File: config.mk
export PLATFORM = sky130hd
export DESIGN_NAME = ohb_host_bus
export DESIGN_NICKNAME = d
export VERILOG_FILES = /design/src/inc/ohb_pkg.sv /design/src/verilog/ohb_host_bus.sv
export SDC_FILE = /design/constraint.sdc
export NUM_CORES = 1
export LEC_CHECK = 0
export BUFFER_PORTS_ARGS = -buffer_cell sky130_fd_sc_hd__buf_2
export CAP_MARGIN = 40
export CORE_ASPECT_RATIO = 1.25
export CORE_MARGIN = 2
export CORE_UTILIZATION = 40
export DETAILED_ROUTE_END_ITERATION = 10
export GPL_TIMING_DRIVEN = 0
export PLACE_DENSITY = 0.59
export SLEW_MARGIN = 5
export SYNTH_ARGS = -nofsm -noshare
export SYNTH_HDL_FRONTEND = slang
export SYNTH_SLANG_ARGS = --single-unit
File: constraint.sdc
create_clock -name clk_sys -period 2.2 [get_ports clk_sys]
set_clock_uncertainty 0.2 [all_clocks]
set_input_delay 0.44 -clock clk_sys [delete_from_list [all_inputs] [get_ports clk_sys]]
set_output_delay 0.44 -clock clk_sys [all_outputs]
set_load 0.05 [all_outputs]
File: src/inc/ohb_pkg.sv
// Package of constants and types for the display host bus interface
// Summary of operation
// - Two strapped select pins choose I2C, serial, enable-strobe or split-strobe link.
// - Bus activity counts only while chip select is low, except in I2C mode, which ignores chip select.
// - Low reset input initialises the chip; host keeps it high normally.
// - Data/command high marks the byte as display data.
// - Data/command low routes the byte to the command register.
// - In I2C mode data/command is the low target address bit.
// - Enable-strobe mode: direction high reads, low writes.
// - Enable-strobe mode: cycle starts when enable rises while selected.
// - Split-strobe mode: write starts when write strobe falls while selected.
// - Split-strobe mode: read starts when read strobe falls while selected.
// - Parallel modes use the eight data lines as a two-way bus.
// - Serial mode: line 0 is clock, line 1 data, line 2 unused.
// - I2C mode: lines 1 and 2 joined as data, line 0 clock.
package ohb_pkg;

  typedef enum logic [1:0]
  {
    OHB_LINK_SERIAL,
    OHB_LINK_I2C,
    OHB_LINK_ENABLE,
    OHB_LINK_SPLIT
  } ohb_link_t;

  typedef enum logic [1:0]
  {
    OHB_I2C_IDLE,
    OHB_I2C_ADDR,
    OHB_I2C_CTRL,
    OHB_I2C_DATA
  } ohb_i2c_st_t;

  typedef struct packed
  {
    logic       is_data;
    logic [7:0] value;
  } ohb_byte_t;

  localparam logic [5:0] OHB_I2C_ADDR_BASE = 6'h1e;
  localparam logic [3:0] OHB_BIT_LAST      = 4'h7;
  localparam logic [3:0] OHB_BIT_ACK       = 4'h8;
  localparam logic [3:0] OHB_BIT_RESET     = 4'h0;
  localparam logic [7:0] OHB_BYTE_RESET    = 8'h00;

endpackage

File: src/verilog/ohb_host_bus.sv
// Host bus front end: four link types into one byte stream
`timescale 1ns/10ps
module ohb_host_bus
(
  input  wire logic             clk_sys,      // System clock 40 MHz
  input  wire logic             rst_n,        // Async reset, active low
  input  wire logic             reset_in_n,   // Chip reset pin, active low
  input  wire logic             bus_select_low,  // Strap select bit 1
  input  wire logic             bus_select_high, // Strap select bit 2
  input  wire logic             cs_n,         // Chip select, active low
  input  wire logic             dc_sel,       // Data/command select
  input  wire logic             rw_wr,        // Direction or write strobe
  input  wire logic             en_rd,        // Enable or read strobe
  input  wire logic [7:0]       data_in,      // Data lines, input side
  output logic      [7:0]       data_out,     // Data lines, output side
  output logic      [7:0]       data_oe,      // Data lines, drive enable
  input  wire logic [7:0]       rd_value,     // Byte to return on reads
  output logic                  rd_strobe,    // Read taken pulse
  output ohb_pkg::ohb_byte_t    wr_byte,      // Received byte
  output logic                  wr_valid,     // Byte valid pulse
  output ohb_pkg::ohb_link_t    link_mode,    // Current link type
  output logic                  chip_init     // Chip initialise level
);

  // ******************************************************************
  // Input synchronisers, three stages
  // ******************************************************************
  localparam int NS = 13;
  logic [NS-1:0] pin_raw;
  logic [NS-1:0] s1_q;
  logic [NS-1:0] s2_q;
  logic [NS-1:0] s3_q;
  logic [NS-1:0] st_q;
  logic [NS-1:0] st_d;
  logic [NS-1:0] prev_q;

  assign pin_raw = {reset_in_n, cs_n, dc_sel, rw_wr, en_rd, data_in};

  always_comb
  begin
    st_d = st_q;
    for (int i = 0; i < NS; i++)
    begin
      if (s2_q[i] == s3_q[i])
      begin
        st_d[i] = s3_q[i];
      end
    end
  end

  always_ff @(posedge clk_sys or negedge rst_n)
  begin
    if (!rst_n)
    begin
      s1_q   <= '0;
      s2_q   <= '0;
      s3_q   <= '0;
      st_q   <= '1;
      prev_q <= '1;
    end
    else
    begin
      s1_q   <= pin_raw;
      s2_q   <= s1_q;
      s3_q   <= s2_q;
      st_q   <= st_d;
      prev_q <= st_q;
    end
  end

  logic       rst_s;
  logic       cs_s;
  logic       dc_s;
  logic       rw_s;
  logic       en_s;
  logic [7:0] d_s;
  logic [7:0] d_p;
  logic       rw_p;
  logic       en_p;
  logic       sel;

  assign {rst_s, cs_s, dc_s, rw_s, en_s, d_s} = st_q;
  assign rw_p = prev_q[9];
  assign en_p = prev_q[8];
  assign d_p  = prev_q[7:0];

  assign chip_init = !rst_s;
  assign sel = !cs_s && rst_s;

  // ******************************************************************
  // Link selection
  // ******************************************************************
  ohb_pkg::ohb_link_t mode_q;
  ohb_pkg::ohb_link_t mode_d;
  logic               init_q;

  always_comb
  begin
    mode_d = mode_q;
    if (!init_q)
    begin
      case ({bus_select_low, bus_select_high})
        2'b10:   mode_d = ohb_pkg::OHB_LINK_I2C;
        2'b01:   mode_d = ohb_pkg::OHB_LINK_ENABLE;
        2'b11:   mode_d = ohb_pkg::OHB_LINK_SPLIT;
        default: mode_d = ohb_pkg::OHB_LINK_SERIAL;
      endcase
    end
  end

  always_ff @(posedge clk_sys or negedge rst_n)
  begin
    if (!rst_n)
    begin
      mode_q <= ohb_pkg::OHB_LINK_SERIAL;
      init_q <= 1'b0;
    end
    else
    begin
      mode_q <= mode_d;
      init_q <= rst_s;
    end
  end

  assign link_mode = mode_q;

  // ******************************************************************
  // Transfer engine
  // ******************************************************************
  logic                  scl_rise;
  logic                  scl_fall;
  logic                  sda;
  logic                  i2c_start;
  logic                  i2c_stop;
  logic                  par_wr;
  logic                  par_rd;

  // line 0 clock, line 1 data
  // line 0 clock, line 1 data in
  assign scl_rise  = d_s[0] && !d_p[0];
  assign scl_fall  = !d_s[0] && d_p[0];
  assign sda       = d_s[1];
  assign i2c_start = d_s[0] && d_p[0] && !d_s[1] && d_p[1];
  assign i2c_stop  = d_s[0] && d_p[0] && d_s[1] && !d_p[1];

  always_comb
  begin
    par_wr = 1'b0;
    par_rd = 1'b0;
    if (mode_q == ohb_pkg::OHB_LINK_ENABLE)
    begin
      par_rd = en_s && !en_p && rw_s;
      par_wr = en_s && !en_p && !rw_s;
    end
    else if (mode_q == ohb_pkg::OHB_LINK_SPLIT)
    begin
      par_wr = !rw_s && rw_p;
      par_rd = !en_s && en_p;
    end
  end

  logic [7:0]           sh_q, sh_d;
  logic [3:0]           cnt_q, cnt_d;
  ohb_pkg::ohb_i2c_st_t ist_q, ist_d;
  logic                 ctl_q, ctl_d;
  logic                 ack_q, ack_d;
  ohb_pkg::ohb_byte_t   wb_q, wb_d;
  logic                 wv_q, wv_d;
  logic                 rv_q, rv_d;
  logic [7:0]           do_q, do_d;
  logic                 oe_q, oe_d;

  always_comb
  begin
    sh_d  = sh_q;
    cnt_d = cnt_q;
    ist_d = ist_q;
    ctl_d = ctl_q;
    ack_d = ack_q;
    wb_d  = wb_q;
    wv_d  = 1'b0;
    rv_d  = 1'b0;
    do_d  = do_q;
    oe_d  = oe_q;
    case (mode_q)
      ohb_pkg::OHB_LINK_SERIAL:
      begin
        oe_d = 1'b0;
        if (!sel)
        begin
          cnt_d = ohb_pkg::OHB_BIT_RESET;
        end
        else if (scl_rise)
        begin
          sh_d = {sh_q[6:0], sda};
          cnt_d = cnt_q + 4'h1;
          if (cnt_q == ohb_pkg::OHB_BIT_LAST)
          begin
            cnt_d = ohb_pkg::OHB_BIT_RESET;
            wb_d = '{is_data: dc_s, value: {sh_q[6:0], sda}};
            wv_d = 1'b1;
          end
        end
      end
      ohb_pkg::OHB_LINK_I2C:
      begin
        if (!rst_s || i2c_stop)
        begin
          ist_d = ohb_pkg::OHB_I2C_IDLE;
          ack_d = 1'b0;
        end
        else if (i2c_start)
        begin
          ist_d = ohb_pkg::OHB_I2C_ADDR;
          cnt_d = ohb_pkg::OHB_BIT_RESET;
          ack_d = 1'b0;
        end
        else if (scl_rise && ist_q != ohb_pkg::OHB_I2C_IDLE)
        begin
          if (cnt_q == ohb_pkg::OHB_BIT_ACK)
          begin
            cnt_d = ohb_pkg::OHB_BIT_RESET;
          end
          else
          begin
            sh_d  = {sh_q[6:0], sda};
            cnt_d = cnt_q + 4'h1;
          end
        end
        else if (scl_fall && ist_q != ohb_pkg::OHB_I2C_IDLE)
        begin
          if (cnt_q == ohb_pkg::OHB_BIT_ACK)
          begin
            ack_d = 1'b1;
            case (ist_q)
              ohb_pkg::OHB_I2C_ADDR:
              begin
                if (sh_q[7:1] != {ohb_pkg::OHB_I2C_ADDR_BASE, dc_s}
                    || sh_q[0])
                begin
                  ack_d = 1'b0;
                  ist_d = ohb_pkg::OHB_I2C_IDLE;
                end
                else
                begin
                  ist_d = ohb_pkg::OHB_I2C_CTRL;
                end
              end
              ohb_pkg::OHB_I2C_CTRL:
              begin
                ctl_d = sh_q[6];
                ist_d = ohb_pkg::OHB_I2C_DATA;
              end
              default:
              begin
                wb_d = '{is_data: ctl_q, value: sh_q};
                wv_d = 1'b1;
              end
            endcase
          end
          else
          begin
            ack_d = 1'b0;
          end
        end
        do_d = ohb_pkg::OHB_BYTE_RESET;
        oe_d = ack_q;
      end
      default:
      begin
        if (par_wr && sel)
        begin
          wb_d = '{is_data: dc_s, value: d_s};
          wv_d = 1'b1;
        end
        if (par_rd && sel)
        begin
          do_d = rd_value;
          rv_d = 1'b1;
        end
        if (mode_q == ohb_pkg::OHB_LINK_ENABLE)
        begin
          oe_d = sel && en_s && rw_s;
        end
        else
        begin
          oe_d = sel && !en_s;
        end
      end
    endcase
  end

  always_ff @(posedge clk_sys or negedge rst_n)
  begin
    if (!rst_n)
    begin
      sh_q  <= ohb_pkg::OHB_BYTE_RESET;
      cnt_q <= ohb_pkg::OHB_BIT_RESET;
      ist_q <= ohb_pkg::OHB_I2C_IDLE;
      ctl_q <= 1'b0;
      ack_q <= 1'b0;
      wb_q  <= '0;
      wv_q  <= 1'b0;
      rv_q  <= 1'b0;
      do_q  <= ohb_pkg::OHB_BYTE_RESET;
      oe_q  <= 1'b0;
    end
    else
    begin
      sh_q  <= sh_d;
      cnt_q <= cnt_d;
      ist_q <= ist_d;
      ctl_q <= ctl_d;
      ack_q <= ack_d;
      wb_q  <= wb_d;
      wv_q  <= wv_d;
      rv_q  <= rv_d;
      do_q  <= do_d;
      oe_q  <= oe_d;
    end
  end

  // ack pulls line 1, joined to 2
  assign data_out  = do_q;
  assign data_oe   = (mode_q == ohb_pkg::OHB_LINK_I2C) ?
                     {5'h00, oe_q, oe_q, 1'b0} : {8{oe_q}};
  assign wr_byte   = wb_q;
  assign wr_valid  = wv_q;
  assign rd_strobe = rv_q;

endmodule // ohb_host_bus

==> results of run 1 <==
-- metrics by stage --
stage / setup slack, ns / instances / utilization [%] / setup TNS, ns / total power [µW]
6_report: 0.0508 / 505 / 54.3 / 0 / 5070
5_1_grt: -0.0648 / 505 / 54.3 / -0.521 / 5370
4_1_cts: -0.0147 / 496 / 52.9 / -0.0669 / 5050
3_5_place_dp: -0.161 / 458 / 46.4 / -2.94 / 3340
3_3_place_gp: -0.559 / 457 / 46.1 / -33.11 / 3310
2_1_floorplan: 0.00381 / 280 / - / 0 / 3040
-- state kept, by name, summed over array words and instances (netlist names) --
signal     flops
init_q         1
prev_q         4
ctl_q          1
st_q          13
data_out       8
cnt_q          4
oe_q           1
s2_q          13
wr_byte        9
ack_q          1
s1_q          13
sh_q           8
rd_strobe      1
ist_q          2
link_mode      2
s3_q          13
wr_valid       1
-- synthesized netlist by cell type, types with 3 or more instances --
cell type | count | area share [%]
and2_1 | 3 | 0.50
and3b_1 | 3 | 0.70
dfrtp_1 | 78 | 52
nand3_1 | 5 | 0.66
nand2b_1 | 4 | 0.66
o2111ai_1 | 3 | 0.70
o21ai_0 | 19 | 2.5
ha_1 | 5 | 1.7
nor3b_1 | 3 | 0.60
nor2b_1 | 3 | 0.50
mux2_4 | 9 | 3.6
clkbuf_1 | 4 | 0.40
mux2_2 | 13 | 3.9
mux2i_1 | 9 | 2.4
nand2_1 | 32 | 3.2
inv_1 | 8 | 0.80
buf_4 | 8 | 1.6
dfstp_2 | 17 | 12
maj3_1 | 13 | 3.5
buf_2 | 3 | 0.40
-- power groups by stage --
stage	clock, µW	combinational, µW	sequential, µW
3_3_place_gp	0	1090	2220
2_1_floorplan	0	555	2490
5_1_grt	1760	1360	2250
3_5_place_dp	0	1110	2230
6_report	1610	1260	2210
4_1_cts	1660	1180	2210
-- final timing paths --
path / to / slack (ns) / startpoint
hold / removal: data_out[6] / 0.1 / rd_value[6]
min in group asynchronous: s1_q[3] / 0.43 / rst_n
setup reg to reg: wr_byte[4] / 0.05 / ist_q[0]
max in group asynchronous: prev_q[8] / 0.68 / rst_n
setup / recovery: wr_byte[4] / 0.05 / ist_q[0]
hold reg to reg: s2_q[0] / 0.15 / s1_q[0]
-- layer usage --
layer / up-vias / share of wire (%) / track usage [%]
met4: 0 / 2.2 / 6.77
met3: 10 / 3.7 / 3.83
met2: 53 / 48 / 21.1
met5: - / 0 / 0
li1: 1166 / - / -
met1: 1160 / 46 / 19.0
-- critical path, delay by kind of cell, from the launching register on --
family / cells / cell delay (ns)
DFF: 1 / 0.35
buffers and inverters: 2 / 0.22
muxes: 1 / 0.29
adders and majority gates: 1 / 0.22
AOI/OAI and AO/OA: 1 / 0.35
and+or+nand+nor: 2 / 0.40
-- area by class of cell --
| cell class | count | area [µm²] | share of cell area, % |
|---|---|---|---|
| buffer | 13 | 115 | 2.31 |
| inverter | 8 | 30.0 | 0.603 |
| clock buffer | 10 | 239 | 4.80 |
| tap | 123 | 154 | 3.09 |
| clock inverter | 6 | 76.3 | 1.53 |
| sequential | 95 | 2400 | 48.2 |
| timing repair buffer | 90 | 671 | 13.5 |
| multi-input combinational | 160 | 1290 | 26.0 |
-- timing repair --
action | in CTS | in global routing
hold buffers | 14 | 0
buffers inserted | 9 | 11
setup endpoints to repair | 32 | 31
pin swaps | 4 | 5
gates cloned | 1 | 0
endpoints found under the hold margin | 46 | 0
gates resized for setup | 21 | 17
-- cell families (layout without fill, tap and decap cells) --
group | after synthesis | count (layout)
fa+ha+maj | 18 | 18
buf+inv | 25 | 127
mux | 31 | 31
simple gates | 67 | 67
flops | 95 | 95
compound gates | 42 | 42
xor+xnor | 2 | 2
==> metrics.md, run 1 <==
| Metric | Value |
|---|---|
| Num Clock Sinks | 95 |
| Final ANT Viol Nets | 0 |
| Slew @ Worst Pin | 0.557 ns |
| Switching power | 1580 µW |
| Power per cell area | 1020 nW/µm² |
| Post-layout nets | 407 |
| Top_reg_cell synth | dfrtp_1 |
| Register area share after synthesis | 63.6% |
| Fin. max-slew vios | 0 |
| CP Data Required Time | 2.23 ns |
| Drt initial violations | 105 |
| EDFF count, synth | 0 |
| DP HPWL | 4390 µm |
| Hold Path Stages | 3 |
| Routed WL per cell | 13.1 µm |
| Clock share of power | 31.7% |
| CTS tree | done |
| Worst r2r path cells | 7 |
| Post-synthesis mux area share | 9.86% |
| First-pass GRT wire length | 11300 µm |
| Fillers | 810 |
| Sequential power share | 43.5% |
| Crit-path cells | inv_1, ha_2, nor3b_4, nand4_1, o221a_4, buf_6, mux2_4 |
| Placed Area | 4260 µm² |
| Synth Cell Area | 3770 µm² |
| Netlist cell types | 50 |
| Number of diodes | 0 |
| DRC viols | 0 |
| Max cap viols | 0 |
| Number of H-tree levels | 3 |
| Critical Path Sink Type | flop |
| Clk buf depth | 2 |
| Gr ovfl total | 0 |
| CP max stage cell | dfrtp_1 |
| Simple-gate share of the synthesized area | 9.53% |
| Total CTS buffers | 9 |
| Leak pwr | 0.00232 µW |
| I/O Buffers | 54 |
| Startpoint types | flop |
| Post-synthesis cell count | 280 |
| Largest net degree at the start of global routing | 53 |
| Final number of setup-violating endpoints | 0 |
| Rel. slew slack | 62.9% |
| Status | finished, final reports clean |
| Die area | 10200 µm² |
| Combinational power share | 24.8% |
| Syn Nets | 310 |
| Setup CP Type | flop to flop |
| P_int | 3490 µW |
| Initial antenna violation count | 0 |
| Crit Path Max Fanout | 5 |
| RD Place Congestion | 0.800 |
| Clock latency on the worst-skew pair | 0.34 ns |
| Routed vias/inst | 4.73 |
| Worst Hold Class | primary input to flop |
| Via count | 2389 |
| Adder-Cell Fraction of Synth Area | 5.11% |
| Worst Hold Margin | 0.0999 ns |
| Tmin final | 2.15 ns |
| Clk slew on worst S/H paths | 0.07 ns |
| Die X | 90.8 µm |
| Main combinational cell family by area after synthesis | multiplexers |
| GRT Total Usage | 14.1% |
| Flop and latch count out of synthesis | 95 |
| # rows | 39 |
| Warnings from Yosys | 0 |
| Layout area overhead | 32.1% |
| Starting density of the core | 41.1% |
| Total I/O pin count | 55 |
| Mean post-synth cell area | 13.5 µm² |
| Commonest non-fill, non-tap cell in the layout | dfrtp_1 |
| Peak supply drop | 477 µV |
| Fin crit share | 97.7% |
| Post-Synth XOR/XNOR Area | 0.465% |
| Root Driver | clkbuf_16 |
| Final instance area | 4980 µm² |
| Synth async-reset ratio | 100% |
| Post-Route WL | 6600 µm |
| Die Ht | 113 µm |
| Compound-Gate Fraction of Synth Area | 7.83% |
| Core Area | 9170 µm² |
| Final hold violation count | 0 |
| Arr. time, crit path | 2.18 ns |
| Sw Share | 31.1% |
| Commonest cells after routing, fill and taps aside | dfrtp_1 (76), buf_2 (48), nand2_1 (32) |
| Achievable Freq | 465 MHz |
| Layout cells sized above 1 | 41.6% |
| DR pass1 iterations | 4 |
| Vias in the first global route | 2329 |
| Slowest stage delay, CP | 0.35 ns |
No activity file was read; power rests on OpenSTA's default activity.
==> run 2, diff against run 1 <==
--- a/config.mk
+++ b/config.mk
@@ -5,6 +5,7 @@
 export SDC_FILE = /design/constraint.sdc
 export NUM_CORES = 1
 export LEC_CHECK = 0
+export ABC_AREA = 1
 export BUFFER_PORTS_ARGS = -buffer_cell sky130_fd_sc_hd__buf_2
 export CAP_MARGIN = 40
 export CORE_ASPECT_RATIO = 1.25
@@ -12,7 +13,7 @@
 export CORE_UTILIZATION = 40
 export DETAILED_ROUTE_END_ITERATION = 10
 export GPL_TIMING_DRIVEN = 0
-export PLACE_DENSITY = 0.59
+export PLACE_DENSITY = 0.58
 export SLEW_MARGIN = 5
 export SYNTH_ARGS = -nofsm -noshare
 export SYNTH_HDL_FRONTEND = slang
==> run 2 against run 1 <==
Compared with the run above: hold slack is essentially flat; total power is 1.2% lower; synthesized area up 1.3%; utilization decreased by 3.0 points; critical path type is now flop to output port; critical endpoint is now data_oe[3]; largest power group unchanged.
==> metrics.md, run 2 <==
| Metric | Value |
|---|---|
| CP max stage cell | dfrtp_2 |
| Total I/O pin count | 55 |
| Crit path buf inv count | 4 |
| CTS tree | done |
| Slowest stage delay, CP | 0.43 ns |
| RSZ-0062 raised after global routing | no |
| Rel. slew slack | 62.2% |
| Startpoint types | flop |
| Fillers | 846 |
| Crit Path Max Fanout | 12 |
| Register area share after synthesis | 62.8% |
| Worst r2r path cells | 9 |
| Placed Area | 4280 µm² |
| I/O Buffers | 54 |
| DR top layer | met4 |
| Die X | 91.4 µm |
| Synth Cell Area | 3820 µm² |
| Core Area | 9220 µm² |
| Max cap viols | 0 |
| Top_reg_cell synth | dfrtp_1 |
| CP top delay family | buffers and inverters |
| Sequential power share | 44.8% |
| Post-Route WL | 7320 µm |
| GRT Total Usage | 15.8% |
| Worst Hold Class | primary input to flop |
| Synth async-reset ratio | 100% |
| Num Clock Sinks | 95 |
| Worst Hold Margin | 0.100 ns |
| Crit-path cells | inv_2, nand2_4, inv_6, nor2_4, buf_4, buf_4 |
| Die area | 10300 µm² |
| Peak supply drop | 600 µV |
| Routed vias/inst | 4.67 |
| Setup CP Type | flop to output port |
| Commonest cells after routing, fill and taps aside | nand2_1 (102), dfrtp_1 (76), buf_2 (50) |
| Syn Nets | 396 |
| Starting density of the core | 41.4% |
| Clock latency on the worst-skew pair | 0.34 ns |
| Met2 wirelength from detailed routing | 3590 µm |
| Status | finished, final reports clean |
| Combinational power share | 25.4% |
| Reg2Reg Setup Slack | 0.29 ns |
| Hold Startpoint | rd_value[3] |
| Top-count cell post-synth | nand2_1 |
| CP Data Required Time | 1.56 ns |
| DP HPWL | 5130 µm |
| Slew @ Worst Pin | 0.566 ns |
| Crit path top cell by count | buf_4 |
| Fin crit share | 96.0% |
| Area of the multi-input gates | 1220 µm² |
| Routed WL per cell | 12.8 µm |
| Via count | 2675 |
| Synth top area share | 51.1% |
| Met3 wire len | 314 µm |
| Sw Share | 35.3% |
| Netlist cell types | 31 |
| Fin. max-slew vios | 0 |
| Achievable Freq | 473 MHz |
| Area contributors post-synth | dfrtp_1 (51%), dfstp_2 (12%), nand2_1 (10%), nand3_1 (5.0%), maj3_1 (3.4%) |
| Root Driver | clkbuf_16 |
| Top cells by instance count after synthesis | nand2_1 (102), dfrtp_1 (78), nand3_1 (38), inv_1 (23) |
| Clk buf depth | 2 |
| Final ANT Viol Nets | 0 |
| Min-Delay Endpoint | data_out[3] |
| Tmin final | 2.11 ns |
| Power per cell area | 1060 nW/µm² |
| Number of diodes | 0 |
| Drt initial violations | 181 |
| Clock share of power | 29.8% |
| Vias in the first global route | 2771 |
| Flop and latch count out of synthesis | 95 |
| Number of H-tree levels | 3 |
| Hold Path Stages | 3 |
| Mean post-synth cell area | 10.4 µm² |
| Area leader, netlist | dfrtp_1 |
| Leak pwr | 0.00234 µW |
| DR pass1 iterations | 5 |
| Final hold violation count | 0 |
| Post-synthesis cell count | 366 |
| Worst flop-to-flop path startpoint | cnt_q[0] |
| P_int | 3240 µW |
| Gr ovfl total | 0 |
| Arr. time, crit path | 1.47 ns |
| Switching power | 1770 µW |
| Final instance area | 4730 µm² |
| Total CTS buffers | 9 |
| Die Ht | 113 µm |
| Crit Reg-Reg Endpoint | ctl_q |
| Routed length on met1 | 3250 µm |
| Warnings from Yosys | 0 |
| Layout cells sized above 1 | 29.3% |
| Commonest non-fill, non-tap cell in the layout | nand2_1 |
| Register area | 2400 µm² |
| Initial antenna violation count | 0 |
| DRC viols | 0 |
| Final number of setup-violating endpoints | 0 |
| RD Place Congestion | 0.825 |
| Post-layout nets | 475 |
| Clk slew on worst S/H paths | 0.07 ns |
| Largest net degree at the start of global routing | 54 |
| EDFF count, synth | 0 |
| # rows | 39 |
| Critical Path Sink Type | output port |
| Layout area overhead | 24.0% |
| First-pass GRT wire length | 12700 µm |
-- run 2: layer usage --
metal  GRT usage [%]  vias to the layer above
met2            26.1                       56
met5               0                        -
met3            3.79                       13
met4            9.19                        0
met1            18.9                     1265
li1                -                     1341
-- run 2: how the worst max path moves through the flow --
stage                     cells after the start      endpoint    startpoint
after floorplan                               6    data_oe[3]  link_mode[1]
after global placement                        1  link_mode[0]         rst_n
after detailed placement                      7    data_oe[6]  link_mode[1]
after CTS                                     6    data_oe[6]  link_mode[1]
after global routing                          6    data_oe[6]  link_mode[1]
final                                         6    data_oe[3]  link_mode[1]
-- run 2: final cells by class --
type,instances,area share (%)
buffer,10,1.48
timing repair buffer,69,9.57
tap,123,3.25
clock buffer,11,5.34
clock inverter,5,0.846
inverter,35,3.04
sequential,95,50.7
multi-input combinational,225,25.7
-- run 2: timing repair --
action | 4_1_cts | 5_1_grt
hold buffers | 14 | 0
endpoints found under the setup margin | 6 | 6
buffers inserted | 0 | 0
endpoints found under the hold margin | 50 | 0
gates resized for setup | 6 | 2
pin swaps | 0 | 1
-- run 2: worst reg2reg max path: stages (launching register included) --
cell and delay, ns:
dfrtp_1 0.41, inv_1 0.09, ha_1 0.14, nand2_1 0.05
nor2_1 0.33, inv_1 0.14, nor2_1 0.22, nand2_1 0.07
nor2_1 0.09, nor2_1 0.05
-- run 2: stage by stage --
stage	power, µW	std cells	util [%]	TNS, ns	setup slack (ns)
finish	5010	573	51.3	0	0.0880
global route	5320	573	51.3	0	0.0174
CTS	5090	573	51.2	0	0.0119
detailed placement	3540	544	46.4	0	0.195
global placement	3510	543	46.1	-31.19	-0.563
floorplan	3180	366	-	0	0.0127
-- run 2: logic make-up after synthesis --
group	Yosys count	synth area share (%)
xor+xnor	3	0.688
buf+inv	46	5.60
compound gates	21	3.77
simple gates	183	22.1
fa+ha+maj	18	5.05
flops	95	62.8
-- run 2: power groups by stage --
stage / registers [µW] / clock network [µW] / logic [µW]
final: 2250 / 1490 / 1270
after global routing: 2290 / 1640 / 1390
after CTS: 2250 / 1560 / 1290
after detailed placement: 2280 / 0 / 1260
after global placement: 2270 / 0 / 1240
after floorplan: 2620 / 0 / 554
==> run 3, diff against run 2 <==
==> constraint.sdc (replaced) <==
create_clock -name clk_sys -period 2.2 [get_ports clk_sys]
set_clock_uncertainty 0.2 [all_clocks]
set_input_delay 0 -clock clk_sys [delete_from_list [all_inputs] [get_ports clk_sys]]
set_output_delay 0 -clock clk_sys [all_outputs]
set_load 0.05 [all_outputs]
==> run 3 against run 2 <==
Compared with the run above: first-iteration DRC count increased by 19%; global-route usage increased by 0.31 points; hold slack got worse by 0.090 ns; setup slack improved by 0.099 ns; maximum frequency increased by 4.9%; largest cell class unchanged; wire length increased by 1.4%; clock-buffer cell count unchanged; combinational power about the same; clock power increased by 4%; final cell count increased by 1.9%.
==> metrics.md, run 3 (synthesized netlist as in run 2, its figures left out) <==
| Metric | Value |
|---|---|
| Initial antenna violation count | 0 |
| Final number of setup-violating endpoints | 0 |
| Startpoint types | flop |
| Achievable Freq | 497 MHz |
| Leak pwr | 0.00239 µW |
| Switching power | 1750 µW |
| Crit-path cells | inv_2, nand2_2, inv_2, buf_2, nor2_2, buf_4, buf_2 |
| Commonest non-fill, non-tap cell in the layout | nand2_1 |
| Placed Area | 4270 µm² |
| I/O Buffers | 54 |
| Final instance area | 4810 µm² |
| DR pass1 iterations | 4 |
| Sw Share | 34.5% |
| Slew @ Worst Pin | 0.563 ns |
| Starting density of the core | 41.4% |
| DRC viols | 0 |
| Setup CP Type | flop to output port |
| P_int | 3320 µW |
| Largest net degree at the start of global routing | 53 |
| Routed vias/inst | 4.70 |
| Arr. time, crit path | 1.81 ns |
| Tmin final | 2.01 ns |
| Post-layout nets | 486 |
| CP Data Required Time | 2.00 ns |
| Clock share of power | 30.6% |
| Commonest cells after routing, fill and taps aside | nand2_1 (102), dfrtp_1 (78), buf_2 (56) |
| Slowest stage delay, CP | 0.41 ns |
| Clk buf depth | 2 |
| Crit. Startpoint | link_mode[1] |
| Fin crit share | 91.5% |
| Die X | 91.4 µm |
| Final hold violation count | 0 |
| DP HPWL | 5190 µm |
| RD Place Congestion | 0.811 |
| Core Area | 9220 µm² |
| Pre-CTS setup slack | 0.314 ns |
| Number of H-tree levels | 3 |
| Fin. max-slew vios | 0 |
| Via count | 2742 |
| Final std cells w/o fill | 584 |
| Clk slew on worst S/H paths | 0.06 ns |
| GRT Total Usage | 16.1% |
| Post-CTS Setup Bufs | 0 |
| Rel. slew slack | 62.5% |
| Worst Hold Margin | 0.0104 ns |
| Drt initial violations | 215 |
| RSZ-0062 raised after global routing | no |
| Max cap viols | 0 |
| Crit Path Max Fanout | 10 |
| Post-Route WL | 7420 µm |
| Total I/O pin count | 55 |
| Number of placed instances with taps included | 544 |
| Peak supply drop | 570 µV |
| Die area | 10300 µm² |
| Die Ht | 113 µm |
| Critical Path Sink Type | output port |
| Total CTS buffers | 9 |
| Clock latency on the worst-skew pair | 0.34 ns |
| Root Driver | clkbuf_16 |
| Reg2Reg Setup Slack | 0.32 ns |
| Combinational power share | 25.2% |
| Vias in the first global route | 2786 |
| Status | finished, final reports clean |
| CTS tree | done |
| # rows | 39 |
| Number of diodes | 0 |
| Layout area overhead | 26.1% |
| Power per cell area | 1050 nW/µm² |
| Gr ovfl total | 0 |
| Total negative slack | 0 ns |
| Final ANT Viol Nets | 0 |
| First-pass GRT wire length | 13100 µm |
| Num Clock Sinks | 95 |
| Layout cells sized above 1 | 28.2% |
| Setup ws final | 0.187 ns |
| Worst Hold Class | primary input to asynchronous set/reset pin |
| Worst flop-to-flop path startpoint | cnt_q[0] |
| Sequential power share | 44.3% |
| CP max stage cell | dfrtp_1 |
| Routed WL per cell | 12.7 µm |
-- run 3: metal layers --
metal / GRT usage, % / wire (µm) / share of wire (%)
met5: 0 / 0 / 0
met4: 6.67 / 172 / 2.3
met3: 4.46 / 273 / 3.7
met2: 27.4 / 3720 / 50
met1: 19.4 / 3260 / 44
-- run 3: what timing repair did --
action,4_1_cts,5_1_grt
hold buffers,24,0
hold endpoints to repair,110,0
endpoints found under the setup margin,0,0
resized for setup,0,0
-- run 3: power by group through the flow --
stage	logic, µW	clock network, µW	registers [µW]
6_report	1280	1550	2250
5_1_grt	1410	1680	2290
4_1_cts	1290	1610	2250
3_5_place_dp	1260	0	2280
3_3_place_gp	1230	0	2270
2_1_floorplan	552	0	2620
-- run 3: area by class of cell --
| class | instances | area, µm² |
|---|---|---|
| Fill cell | 843 | 4410 |
| Sequential cell | 95 | 2400 |
| Multi-Input combinational cell | 225 | 1210 |
| Timing Repair Buffer | 79 | 541 |
| Clock buffer | 11 | 243 |
| Tap cell | 123 | 154 |
| Inverter | 35 | 139 |
| Buffer | 11 | 75.1 |
| Clock inverter | 5 | 56.3 |
-- run 3: path summary, 6_finish.rpt --
check	cells after the start	endpoint
min reg2reg	0	s2_q[12]
max in group asynchronous	3	st_q[5]
min in group clk_sys	2	s1_q[10]
max	7	data_oe[4]
min	2	s2_q[11]
max reg2reg	9	ctl_q
-- run 3: critical path: cells and delay by family (launching register included) --
| kind | cells | cell delay (ns) |
|---|---|---|
| DFF | 1 | 0.41 |
| buffers and inverters | 5 | 0.73 |
| and+or+nand+nor | 2 | 0.33 |
-- run 3: metrics by stage --
stage | total power, µW | utilization (%)
6_report | 5080 | 52.2
5_1_grt | 5370 | 52.2
4_1_cts | 5160 | 52.2
3_5_place_dp | 3540 | 46.3
3_3_place_gp | 3500 | 46.0
2_1_floorplan | 3170 | -
